**config.mk**
```make
export PLATFORM = sky130hd
export DESIGN_NAME = dpr_top
export DESIGN_NICKNAME = d
export VERILOG_FILES = /design/src/dpr_pkg.sv /design/src/dpr_clkdiv.sv /design/src/dpr_axil.sv /design/src/dpr_top.sv
export VERILOG_INCLUDE_DIRS = /design/src
export SDC_FILE = /design/constraint.sdc
export NUM_CORES = 1
export LEC_CHECK = 0
export BUFFER_PORTS_ARGS = -buffer_cell sky130_fd_sc_hd__buf_2
export CORE_ASPECT_RATIO = 1.1
export CORE_MARGIN = 2
export CORE_UTILIZATION = 55
export DETAILED_ROUTE_END_ITERATION = 10
export HOLD_SLACK_MARGIN = 0.05
export PLACE_DENSITY = 0.81
export SLEW_MARGIN = 30
export SYNTH_ARGS = -nofsm -noshare
export SYNTH_HDL_FRONTEND = slang
export SYNTH_HIERARCHICAL = 1
export SYNTH_SLANG_ARGS = --single-unit
export TNS_END_PERCENT = 30
```
**constraint.sdc**
```tcl
create_clock -name aclk -period 5.16 [get_ports aclk]
set_input_delay 0.258 -clock aclk [delete_from_list [all_inputs] [get_ports aclk]]
set_output_delay 0.258 -clock aclk [all_outputs]
set_load 0.02 [all_outputs]
```
**src/dpr_regs.svh**
```systemverilog
// Register indices, field positions, reset values and timing counts of the dark pixel readout block
// =====================================================================
`ifndef DPR_REGS_SVH
`define DPR_REGS_SVH
// =====================================================================
// Register indices (byte address is four times the index)
`define DPR_IDX_READ_A 6'h21
`define DPR_IDX_SHOW 6'h22
`define DPR_IDX_FLASH 6'h23
`define DPR_IDX_IRQ_STAT 6'h30
`define DPR_IDX_IRQ_CLR 6'h31
`define DPR_IDX_IRQ_EN 6'h32
`define DPR_IDX_CTRL 6'h33
`define DPR_IDX_HB_MIN 6'h34
// =====================================================================
// Reset values
`define DPR_RST_READ_A 16'h8490
`define DPR_RST_SHOW 16'h0107
`define DPR_RST_FLASH 16'h0608
`define DPR_RST_CTRL 16'h0000
// =====================================================================
// Field positions
`define DPR_BIN 15
`define DPR_RSKIP_EN 4
`define DPR_RSKIP_LSB 2
`define DPR_NCOL 10
`define DPR_SHOW_COL 9
`define DPR_READ_COL 8
`define DPR_SHOW_ROW 7
`define DPR_RSTART_LSB 4
`define DPR_NROW_LSB 0
`define DPR_FL_PIN 15
`define DPR_FL_TRIG 14
`define DPR_FL_XEN 13
`define DPR_FL_DLY_LSB 11
`define DPR_CTX_B 0
`define DPR_IRQ_FRAME 0
`define DPR_IRQ_FLASH 1
// =====================================================================
// Counts
`define DPR_PIX_DIV 2'h2
`define DPR_DARK_ALL 12'h028
`define DPR_DARK_WIDE 12'h024
`define DPR_DARK_NARROW 12'h014
`define DPR_DARK_GAP 12'h002
`define DPR_GUARD 11'h004
`define DPR_ROW_ACT0 11'h009
`define DPR_HB_MIN_BASE 12'h010
`define DPR_XENON_UNIT_M1 10'h3FF
`endif

```
**src/dpr_pkg.sv**
```systemverilog
// Types shared by the dark pixel readout block
package dpr_pkg;
	typedef struct packed {
		logic valid;
		logic [5:0] idx;
		logic [31:0] data;
		logic [3:0] strb;
	} dpr_wr_t;
	typedef struct packed {
		logic valid;
		logic [5:0] idx;
	} dpr_rd_req_t;
	typedef struct packed {
		logic [31:0] rdata;
		logic rd_hit;
		logic wr_hit;
	} dpr_rd_rsp_t;
	typedef struct packed {
		logic aw_have;
		logic [5:0] aw_idx;
		logic w_have;
		logic [31:0] w_data;
		logic [3:0] w_strb;
		logic bvalid;
		logic [1:0] bresp;
		logic rvalid;
		logic [31:0] rdata;
		logic [1:0] rresp;
	} dpr_axil_t;
	typedef struct packed {
		logic [1:0] cnt;
		logic tick;
	} dpr_div_t;
	typedef struct packed {
		logic [15:0] read_a;
		logic [15:0] show;
		logic [15:0] flash_cfg;
		logic [15:0] ctrl;
		logic [15:0] read_sh;
		logic [15:0] show_sh;
		logic xen_sh;
		logic [11:0] col;
		logic [10:0] row;
		logic flash_on;
		logic [7:0] fl_units;
		logic [9:0] fl_sub;
		logic trig;
		logic [1:0] dly;
		logic [1:0] irq_stat;
		logic [1:0] irq_en;
		logic fv;
		logic lv;
		logic dark;
		logic dcs;
		logic [10:0] row_addr;
		logic [11:0] col_addr;
	} dpr_core_t;
endpackage : dpr_pkg

```
**src/dpr_clkdiv.sv**
```systemverilog
// Pixel rate enable divider
`timescale 1ns/1ps
`include "dpr_regs.svh"
module dpr_clkdiv (
	input wire logic aclk, // System clock
	input wire logic aresetn, // Synchronous reset, active low
	output logic tick // One-cycle pixel rate enable
);
	dpr_pkg::dpr_div_t q, n;
	always_comb begin
		n = q;
		n.tick = (q.cnt == `DPR_PIX_DIV - 2'h1);
		n.cnt = n.tick ? 2'h0 : q.cnt + 2'h1;
	end
	always_ff @(posedge aclk) begin
		if (!aresetn) begin
			q <= '0;
		end else begin
			q <= n;
		end
	end
	assign tick = q.tick;
endmodule : dpr_clkdiv

```
**src/dpr_axil.sv**
```systemverilog
// AXI4-Lite slave front end of the register file
`timescale 1ns/1ps
module dpr_axil (
	input wire logic aclk, // System clock
	input wire logic aresetn, // Synchronous reset, active low
	input wire logic [7:0] awaddr, // Write address
	input wire logic awvalid, // Write address valid
	output logic awready, // Write address ready
	input wire logic [31:0] wdata, // Write data
	input wire logic [3:0] wstrb, // Write byte strobes
	input wire logic wvalid, // Write data valid
	output logic wready, // Write data ready
	output logic [1:0] bresp, // Write response
	output logic bvalid, // Write response valid
	input wire logic bready, // Write response ready
	input wire logic [7:0] araddr, // Read address
	input wire logic arvalid, // Read address valid
	output logic arready, // Read address ready
	output logic [31:0] rdata, // Read data
	output logic [1:0] rresp, // Read response
	output logic rvalid, // Read data valid
	input wire logic rready, // Read data ready
	output dpr_pkg::dpr_wr_t wr, // Register write pulse
	output dpr_pkg::dpr_rd_req_t rd, // Register read request
	input dpr_pkg::dpr_rd_rsp_t rsp // Read data and decode hits
);
	dpr_pkg::dpr_axil_t q, n;
	always_comb begin
		n = q;
		awready = !q.aw_have && !q.bvalid;
		wready = !q.w_have && !q.bvalid;
		arready = !q.rvalid;
		wr.valid = q.aw_have && q.w_have && !q.bvalid;
		wr.idx = q.aw_idx;
		wr.data = q.w_data;
		wr.strb = q.w_strb;
		rd.valid = arvalid && arready;
		rd.idx = araddr[7:2];
		if (awvalid && awready) begin
			n.aw_have = 1'b1;
			n.aw_idx = awaddr[7:2];
		end
		if (wvalid && wready) begin
			n.w_have = 1'b1;
			n.w_data = wdata;
			n.w_strb = wstrb;
		end
		if (wr.valid) begin
			n.aw_have = 1'b0;
			n.w_have = 1'b0;
			n.bvalid = 1'b1;
			n.bresp = rsp.wr_hit ? 2'h0 : 2'h2;
		end
		if (q.bvalid && bready) begin
			n.bvalid = 1'b0;
		end
		if (rd.valid) begin
			n.rvalid = 1'b1;
			n.rdata = rsp.rdata;
			n.rresp = rsp.rd_hit ? 2'h0 : 2'h2;
		end
		if (q.rvalid && rready) begin
			n.rvalid = 1'b0;
		end
	end
	always_ff @(posedge aclk) begin
		if (!aresetn) begin
			q <= '0;
		end else begin
			q <= n;
		end
	end
	assign bvalid = q.bvalid;
	assign bresp = q.bresp;
	assign rvalid = q.rvalid;
	assign rdata = q.rdata;
	assign rresp = q.rresp;
endmodule : dpr_axil

```
**src/dpr_top.sv**
```systemverilog
// Dark pixel placement, row skip and xenon flash control with AXI4-Lite registers
//
// The implementer's own choice: the AXI4-Lite interface to the registers.
`timescale 1ns/1ps
`include "dpr_regs.svh"
module dpr_top #(
	parameter logic [11:0] ACTIVE_COLS = 12'h640, // Active pixels per line
	parameter logic [11:0] LINE_TOTAL = 12'h708, // Pixel times per row
	parameter logic [10:0] ACTIVE_ROWS = 11'h4B0, // Active rows per frame
	parameter logic [10:0] FRAME_ROWS = 11'h4D8 // Row times per frame
) (
	input wire logic aclk, // System clock
	input wire logic aresetn, // Synchronous reset, active low
	input wire logic [7:0] awaddr, // Write address
	input wire logic awvalid, // Write address valid
	output logic awready, // Write address ready
	input wire logic [31:0] wdata, // Write data
	input wire logic [3:0] wstrb, // Write byte strobes
	input wire logic wvalid, // Write data valid
	output logic wready, // Write data ready
	output logic [1:0] bresp, // Write response
	output logic bvalid, // Write response valid
	input wire logic bready, // Write response ready
	input wire logic [7:0] araddr, // Read address
	input wire logic arvalid, // Read address valid
	output logic arready, // Read address ready
	output logic [31:0] rdata, // Read data
	output logic [1:0] rresp, // Read response
	output logic rvalid, // Read data valid
	input wire logic rready, // Read data ready
	output logic pixel_rate_clock_en, // Pixel rate enable pulse
	output logic frame_valid, // Frame strobe
	output logic line_valid, // Line strobe
	output logic dark_pixel, // Current pixel is a dark pixel
	output logic dark_col_strobe, // Dark column sample for noise correction
	output logic [10:0] row_addr, // Array row address of current pixel
	output logic [11:0] col_addr, // Array column address of current pixel
	output logic flash, // Flash output pin
	output logic integ_full_frame, // Integration held at one frame
	output logic irq // Interrupt, active high level
);
	dpr_pkg::dpr_wr_t wr;
	dpr_pkg::dpr_rd_req_t rd;
	dpr_pkg::dpr_rd_rsp_t rsp;
	dpr_pkg::dpr_core_t q, n;
	logic pix_en;
	logic skip_on, binning, line_end, frame_start, vb_start, fire;
	logic in_drow, in_act, in_dcol, in_acol;
	logic [1:0] skip_code;
	logic [2:0] skip_sh;
	logic [10:0] step, act_rows, nd, drow0, act_end;
	logic [11:0] dark_cnt, dark_first, shift, hb, dcol0, lv_start, hb_min;

	// =====================================================================
	// Sub-blocks
	dpr_clkdiv u_div (
		.aclk(aclk),
		.aresetn(aresetn),
		.tick(pix_en)
	);
	dpr_axil u_axil (
		.aclk(aclk),
		.aresetn(aresetn),
		.awaddr(awaddr),
		.awvalid(awvalid),
		.awready(awready),
		.wdata(wdata),
		.wstrb(wstrb),
		.wvalid(wvalid),
		.wready(wready),
		.bresp(bresp),
		.bvalid(bvalid),
		.bready(bready),
		.araddr(araddr),
		.arvalid(arvalid),
		.arready(arready),
		.rdata(rdata),
		.rresp(rresp),
		.rvalid(rvalid),
		.rready(rready),
		.wr(wr),
		.rd(rd),
		.rsp(rsp)
	);

	function automatic logic [15:0] merge16(input logic [15:0] old, input logic [31:0] d, input logic [3:0] s);
		merge16 = {s[1] ? d[15:8] : old[15:8], s[0] ? d[7:0] : old[7:0]};
	endfunction : merge16

	// =====================================================================
	// Geometry, from the frame-start copies so one frame never mixes settings; only hb_min reads the live show word
	always_comb begin
		// Context select is folded into the shadow copy at frame start
		skip_on = q.read_sh[`DPR_RSKIP_EN];
		binning = q.read_sh[`DPR_BIN];
		skip_code = q.read_sh[`DPR_RSKIP_LSB+1:`DPR_RSKIP_LSB];
		skip_sh = skip_on ? {1'b0, skip_code} + 3'h1 : 3'h0;
		step = 11'h001 << skip_sh;
		act_rows = ACTIVE_ROWS >> skip_sh;
		if (binning) begin
			dark_cnt = `DPR_DARK_ALL;
			dark_first = 12'h000;
		end else begin
			dark_cnt = q.show_sh[`DPR_NCOL] ? `DPR_DARK_WIDE : `DPR_DARK_NARROW;
			dark_first = 12'h004;
		end
		shift = dark_cnt + `DPR_DARK_GAP;
		hb = LINE_TOTAL - ACTIVE_COLS;
		dcol0 = hb - shift;
		lv_start = q.show_sh[`DPR_SHOW_COL] ? dcol0 : hb;
		// Row time stays LINE_TOTAL; only the blanking floor moves
		hb_min = `DPR_HB_MIN_BASE + (q.show[`DPR_READ_COL] ? shift : 12'h000);
		nd = q.show_sh[`DPR_SHOW_ROW] ? {8'h00, q.show_sh[`DPR_NROW_LSB+2:`DPR_NROW_LSB]} + 11'h001 : 11'h000;
		drow0 = `DPR_ROW_ACT0 - nd;
		act_end = `DPR_ROW_ACT0 + act_rows;
	end

	// =====================================================================
	// Register read data and read/write hit decode
	always_comb begin
		rsp.rdata = 32'h0000_0000;
		rsp.rd_hit = 1'b1;
		case (rd.idx)
			`DPR_IDX_READ_A: rsp.rdata[15:0] = q.read_a;
			`DPR_IDX_SHOW: rsp.rdata[15:0] = q.show;
			`DPR_IDX_FLASH: rsp.rdata[15:0] = {q.flash_on, q.trig, q.flash_cfg[13:0]};
			`DPR_IDX_IRQ_STAT: rsp.rdata[1:0] = q.irq_stat;
			`DPR_IDX_IRQ_CLR: rsp.rdata = 32'h0000_0000;
			`DPR_IDX_IRQ_EN: rsp.rdata[1:0] = q.irq_en;
			`DPR_IDX_CTRL: rsp.rdata[15:0] = q.ctrl;
			`DPR_IDX_HB_MIN: rsp.rdata[11:0] = hb_min;
			default: rsp.rd_hit = 1'b0;
		endcase
		case (wr.idx)
			`DPR_IDX_READ_A, `DPR_IDX_SHOW, `DPR_IDX_FLASH, `DPR_IDX_IRQ_CLR, `DPR_IDX_IRQ_EN, `DPR_IDX_CTRL: begin
				rsp.wr_hit = 1'b1;
			end
			default: rsp.wr_hit = 1'b0;
		endcase
	end

	// =====================================================================
	// Next state
	always_comb begin
		n = q;
		line_end = pix_en && (q.col == LINE_TOTAL - 12'h001);
		frame_start = line_end && (q.row == FRAME_ROWS - 11'h001);
		vb_start = line_end && (q.row == act_end - 11'h001);
		fire = vb_start && q.xen_sh && (q.dly == q.flash_cfg[`DPR_FL_DLY_LSB+1:`DPR_FL_DLY_LSB])
			&& (q.flash_cfg[7:0] != 8'h00);
		in_drow = 1'b0;
		in_act = 1'b0;
		in_dcol = 1'b0;
		in_acol = 1'b0;
		// Software writes; status bits 15:14 of the flash word are read-only
		if (wr.valid) begin
			case (wr.idx)
				`DPR_IDX_READ_A: n.read_a = merge16(q.read_a, wr.data, wr.strb);
				`DPR_IDX_SHOW: n.show = merge16(q.show, wr.data, wr.strb);
				`DPR_IDX_FLASH: n.flash_cfg = merge16(q.flash_cfg, wr.data, wr.strb) & 16'h3FFF;
				`DPR_IDX_IRQ_CLR: n.irq_stat = q.irq_stat & ~wr.data[1:0];
				`DPR_IDX_IRQ_EN: n.irq_en = wr.data[1:0];
				`DPR_IDX_CTRL: n.ctrl = merge16(q.ctrl, wr.data, wr.strb) & 16'h0001;
				default: n.ctrl = q.ctrl;
			endcase
		end
		if (pix_en) begin
			n.col = line_end ? 12'h000 : q.col + 12'h001;
			if (line_end) begin
				n.row = frame_start ? 11'h000 : q.row + 11'h001;
			end
			if (frame_start) begin
				n.read_sh = q.read_a;
				// Context B has no skip or binning; latching it here keeps a mid-blank switch from reshaping the frame
				if (q.ctrl[`DPR_CTX_B]) begin
					n.read_sh[`DPR_BIN] = 1'b0;
					n.read_sh[`DPR_RSKIP_EN] = 1'b0;
				end
				n.show_sh = q.show;
				n.xen_sh = q.flash_cfg[`DPR_FL_XEN];
				if (!q.flash_cfg[`DPR_FL_XEN]) begin
					n.dly = 2'h0;
				end else if (q.xen_sh && q.dly != 2'h3) begin
					n.dly = q.dly + 2'h1;
				end
			end
			in_drow = (n.row >= drow0) && (n.row < `DPR_ROW_ACT0);
			in_act = (n.row >= `DPR_ROW_ACT0) && (n.row < act_end);
			in_dcol = (n.col >= dcol0) && (n.col < hb - `DPR_DARK_GAP);
			in_acol = n.col >= hb;
			n.fv = in_drow || in_act;
			n.lv = n.fv && (n.col >= lv_start);
			n.dark = in_drow || (in_act && in_dcol && q.show_sh[`DPR_SHOW_COL]);
			n.dcs = in_act && in_dcol && (q.show_sh[`DPR_READ_COL] || q.show_sh[`DPR_SHOW_COL]);
			if (in_drow) begin
				n.row_addr = `DPR_GUARD + {8'h00, q.show_sh[`DPR_RSTART_LSB+2:`DPR_RSTART_LSB]} + (n.row - drow0);
			end else if (in_act) begin
				n.row_addr = (n.row - `DPR_ROW_ACT0) << skip_sh;
			end else begin
				n.row_addr = 11'h000;
			end
			if (in_dcol && !in_acol) begin
				n.col_addr = dark_first + (n.col - dcol0);
			end else if (in_acol) begin
				n.col_addr = n.col - hb;
			end else begin
				n.col_addr = 12'h000;
			end
			// Xenon pulse, counted in units of 1024 pixel times
			if (fire) begin
				n.flash_on = 1'b1;
				n.fl_units = q.flash_cfg[7:0];
				n.fl_sub = 10'h000;
			end else if (q.flash_on) begin
				n.fl_sub = q.fl_sub + 10'h001;
				if (q.fl_sub == `DPR_XENON_UNIT_M1) begin
					n.fl_units = q.fl_units - 8'h01;
					if (q.fl_units == 8'h01) begin
						n.flash_on = 1'b0;
					end
				end
			end
			// Readout starting ends the pulse, so it never overlaps rows
			if (n.fv) begin
				n.flash_on = 1'b0;
			end
		end
		if (frame_start) begin
			n.trig = 1'b0;
			n.irq_stat[`DPR_IRQ_FRAME] = 1'b1;
		end
		// Set wins over the frame-start clear and the software clear
		if (n.flash_on) begin
			n.trig = 1'b1;
		end
		if (n.flash_on && !q.flash_on) begin
			n.irq_stat[`DPR_IRQ_FLASH] = 1'b1;
		end
	end

	always_ff @(posedge aclk) begin
		if (!aresetn) begin
			q <= '0;
			q.read_a <= `DPR_RST_READ_A;
			q.show <= `DPR_RST_SHOW;
			q.flash_cfg <= `DPR_RST_FLASH;
			q.ctrl <= `DPR_RST_CTRL;
			q.read_sh <= `DPR_RST_READ_A;
			q.show_sh <= `DPR_RST_SHOW;
		end else begin
			q <= n;
		end
	end

	// =====================================================================
	// Outputs
	assign pixel_rate_clock_en = pix_en;
	assign frame_valid = q.fv;
	assign line_valid = q.lv;
	assign dark_pixel = q.dark;
	assign dark_col_strobe = q.dcs;
	assign row_addr = q.row_addr;
	assign col_addr = q.col_addr;
	assign flash = q.flash_on;
	assign integ_full_frame = q.xen_sh;
	assign irq = |(q.irq_stat & q.irq_en);
endmodule : dpr_top

```
==> flow_metrics.tcl <==
set metrics [dict create \
    max_cap_violations 0 \
    p_int_mw 2.72 \
    setup.worst_path.start_class "flop" \
    path_max_fanout 9 \
    start_util_pct 55.9 \
    grt_pass1_wl_um 52600 \
    netlist_area_mm2 0.0132 \
    worstHoldPathType "in2reg" \
    setup_ws_ns 0.271 \
    clk_pin_slew_ns 0.06 \
    clock_path_buffers 3 \
    core_region_area_mm2 0.0236 \
    globalRouteOverflowTotal 0 \
    gp_congestion 0.928 \
    required_ns 5.56 \
    p_leak_nw 6.29 \
    seqPwrFrac_pct 45.9 \
    share_comb_of_total_power_pct 7.2 \
    clockPowerShare_pct 47.0 \
    h-tree-depth 1 \
    ys.warnings.count 6 \
    hold_violations 0 \
    syn_area_per_cell_um2 8.17 \
    clock_latency_ns 0.53 \
    clock_skew_ns 0.0140 \
    clock.fmax_ghz 0.205 \
    cts_tree "built" \
    pre_cts_ws_ns 0.0801 \
    ir_worst_vdd_uv 243 \
    fin_crit_sh_pct 94.7 \
    grt_antenna_before_repair 0 \
    crit_path_end_kind "flop" \
    fp.dieW_um 152 \
    vias 11400 \
    dr.pass1.iters 6 \
    drive_above_1_share_pct 13.3 \
    power_density_mw_per_mm2 246 \
    grt_usage_pct 25.1 \
    die_area_mm2 0.0253 \
    setup_tns_ns 0 \
    status "finished clean" \
    worstPathArrival_ns 5.29 \
    grt_pass1_vias 10900 \
    fp-row-count 59 \
    io_buffers 106 \
    fillers 2012 \
    switching_share_pct 24.1 \
    drt_iter0_markers 819 \
    slew_headroom_pct 47.1 \
    period_needed_ns 4.89 \
    antenna_left 0 \
    area_growth_pct 10.2 \
    syn_inst 1616 \
    grt_setup_unrepaired "no" \
    die_h_um 167 \
    routed_via_density 5.77 \
    cts_buffers 23 \
    cts_root_buffer "clkbuf_16" \
    finalSetupViolCount 0 \
    dp_hpwl_um 23000 \
    nets 1807 \
    critPathKind "reg2reg" \
    grt_start_max_net_pins 94 \
    avgRoutedWirePerCell_um 16.6 \
    routed_wl_um 32700 \
    final_util_pct 61.6 \
    drv_slew 0 \
    switchingPower_mw 0.866 \
    n_antenna_cell 0 \
    drc 0 \
    ios 131 \
    tightest_slew_ns 0.782 \
    whs_ns 0.214 \
    totalPowerFinal_mw 3.59 \
    cts.sinks 203 \
]
-- layout by cell type (no fill, tap or decap), types with 18 or more instances in the layout --
cell / instances
nand4_1: 24
buf_4: 52
ha_1: 84
xor2_1: 38
mux2i_1: 62
a21oi_1: 58
a21boi_0: 46
buf_2: 105
clkbuf_16: 23
inv_1: 68
and2_1: 18
dfxtp_1: 202
dlygate4sd3_1: 27
conb_1: 19
o21ai_0: 78
nand2_1: 217
nor2_1: 78
nor2b_1: 73
xnor2_1: 43
nor3_1: 26
nand3_1: 61
-- power by group through the flow --
stage | Combinational (mW) | Sequential, mW | Clock, mW
global route | 0.283 | 1.65 | 1.78
detailed placement | 0.237 | 1.68 | 0
finish | 0.258 | 1.65 | 1.69
global placement | 0.230 | 1.68 | 0
floorplan | 0.229 | 1.67 | 0
CTS | 0.253 | 1.64 | 1.71
-- metrics by stage --
| stage | cell area, um2 | cells |
|---|---|---|
| 2_1_floorplan | 13300 | 1632 |
| 3_3_place_gp | 13500 | 1905 |
| 3_5_place_dp | 13500 | 1906 |
| 4_1_cts | 14500 | 1974 |
| 5_1_grt | 14600 | 1976 |
| 6_report | 14600 | 1976 |
-- registers in the layout, summed over array words and instances (netlist names), 2 cells and up --
name          count
u_axil/rdata     32
u_axil/wr        24
q               108
u_div/q           2
u_axil/q          2
col_addr         12
row_addr         11
-- worst paths after layout --
| kind | end | slack (ns) | depth (start not counted) | start |
|---|---|---|---|---|
| worst max-delay path | row_addr[10] | 0.27 | 18 | q[71] |
| worst min-delay path | u_axil/wr[1] | 0.21 | 3 | wvalid |
| worst max register to register | row_addr[10] | 0.27 | 18 | q[71] |
| worst min register to register | u_div/q[1] | 0.45 | 1 | u_div/q[1] |
-- cell type report --
class / count / area, um2 / share of cell area [%]
clock inverter: 12 / 170 / 1.17
inverter: 71 / 267 / 1.83
clock buffer: 29 / 618 / 4.25
timing repair buffer: 185 / 1200 / 8.22
tap: 305 / 382 / 2.62
multi-input combinational: 1171 / 7860 / 54.0
sequential: 203 / 4070 / 27.9
-- what timing repair did --
action / 4_1_cts / 5_1_grt
setup endpoints to repair: 2 / 15
hold buffers: 27 / 0
pin swaps: 0 / 1
setup buffers: 0 / 2
hold endpoints to repair: 26 / 0
gates resized for setup: 1 / 3
-- metal layers --
| layer | up-vias | part of all wire, % | track usage [%] |
|---|---|---|---|
| met5 | - | 0 | 0 |
| met2 | 394 | 48 | 43.7 |
| met4 | 0 | 3.0 | 9.30 |
| met1 | 5350 | 43 | 31.3 |
| met3 | 69 | 5.6 | 3.48 |
| li1 | 5583 | - | - |
-- worst max-delay path, stage by stage (launching register included) --
cell and delay (ns):
dfxtp_1 0.40, or4b_1 0.63, or3_1 0.42, nor2_1 0.19, a22oi_1 0.13, fa_1 0.41
inv_1 0.09, fa_1 0.48, ha_1 0.33, a21oi_1 0.19, o21ai_0 0.16, a2111oi_1 0.39
nor3_1 0.14, a21o_1 0.20, a21oi_1 0.17, xnor2_1 0.13, nor2_1 0.06, a32oi_1 0.14
o21ai_1 0.08
Power figures use the tool's default switching activity.
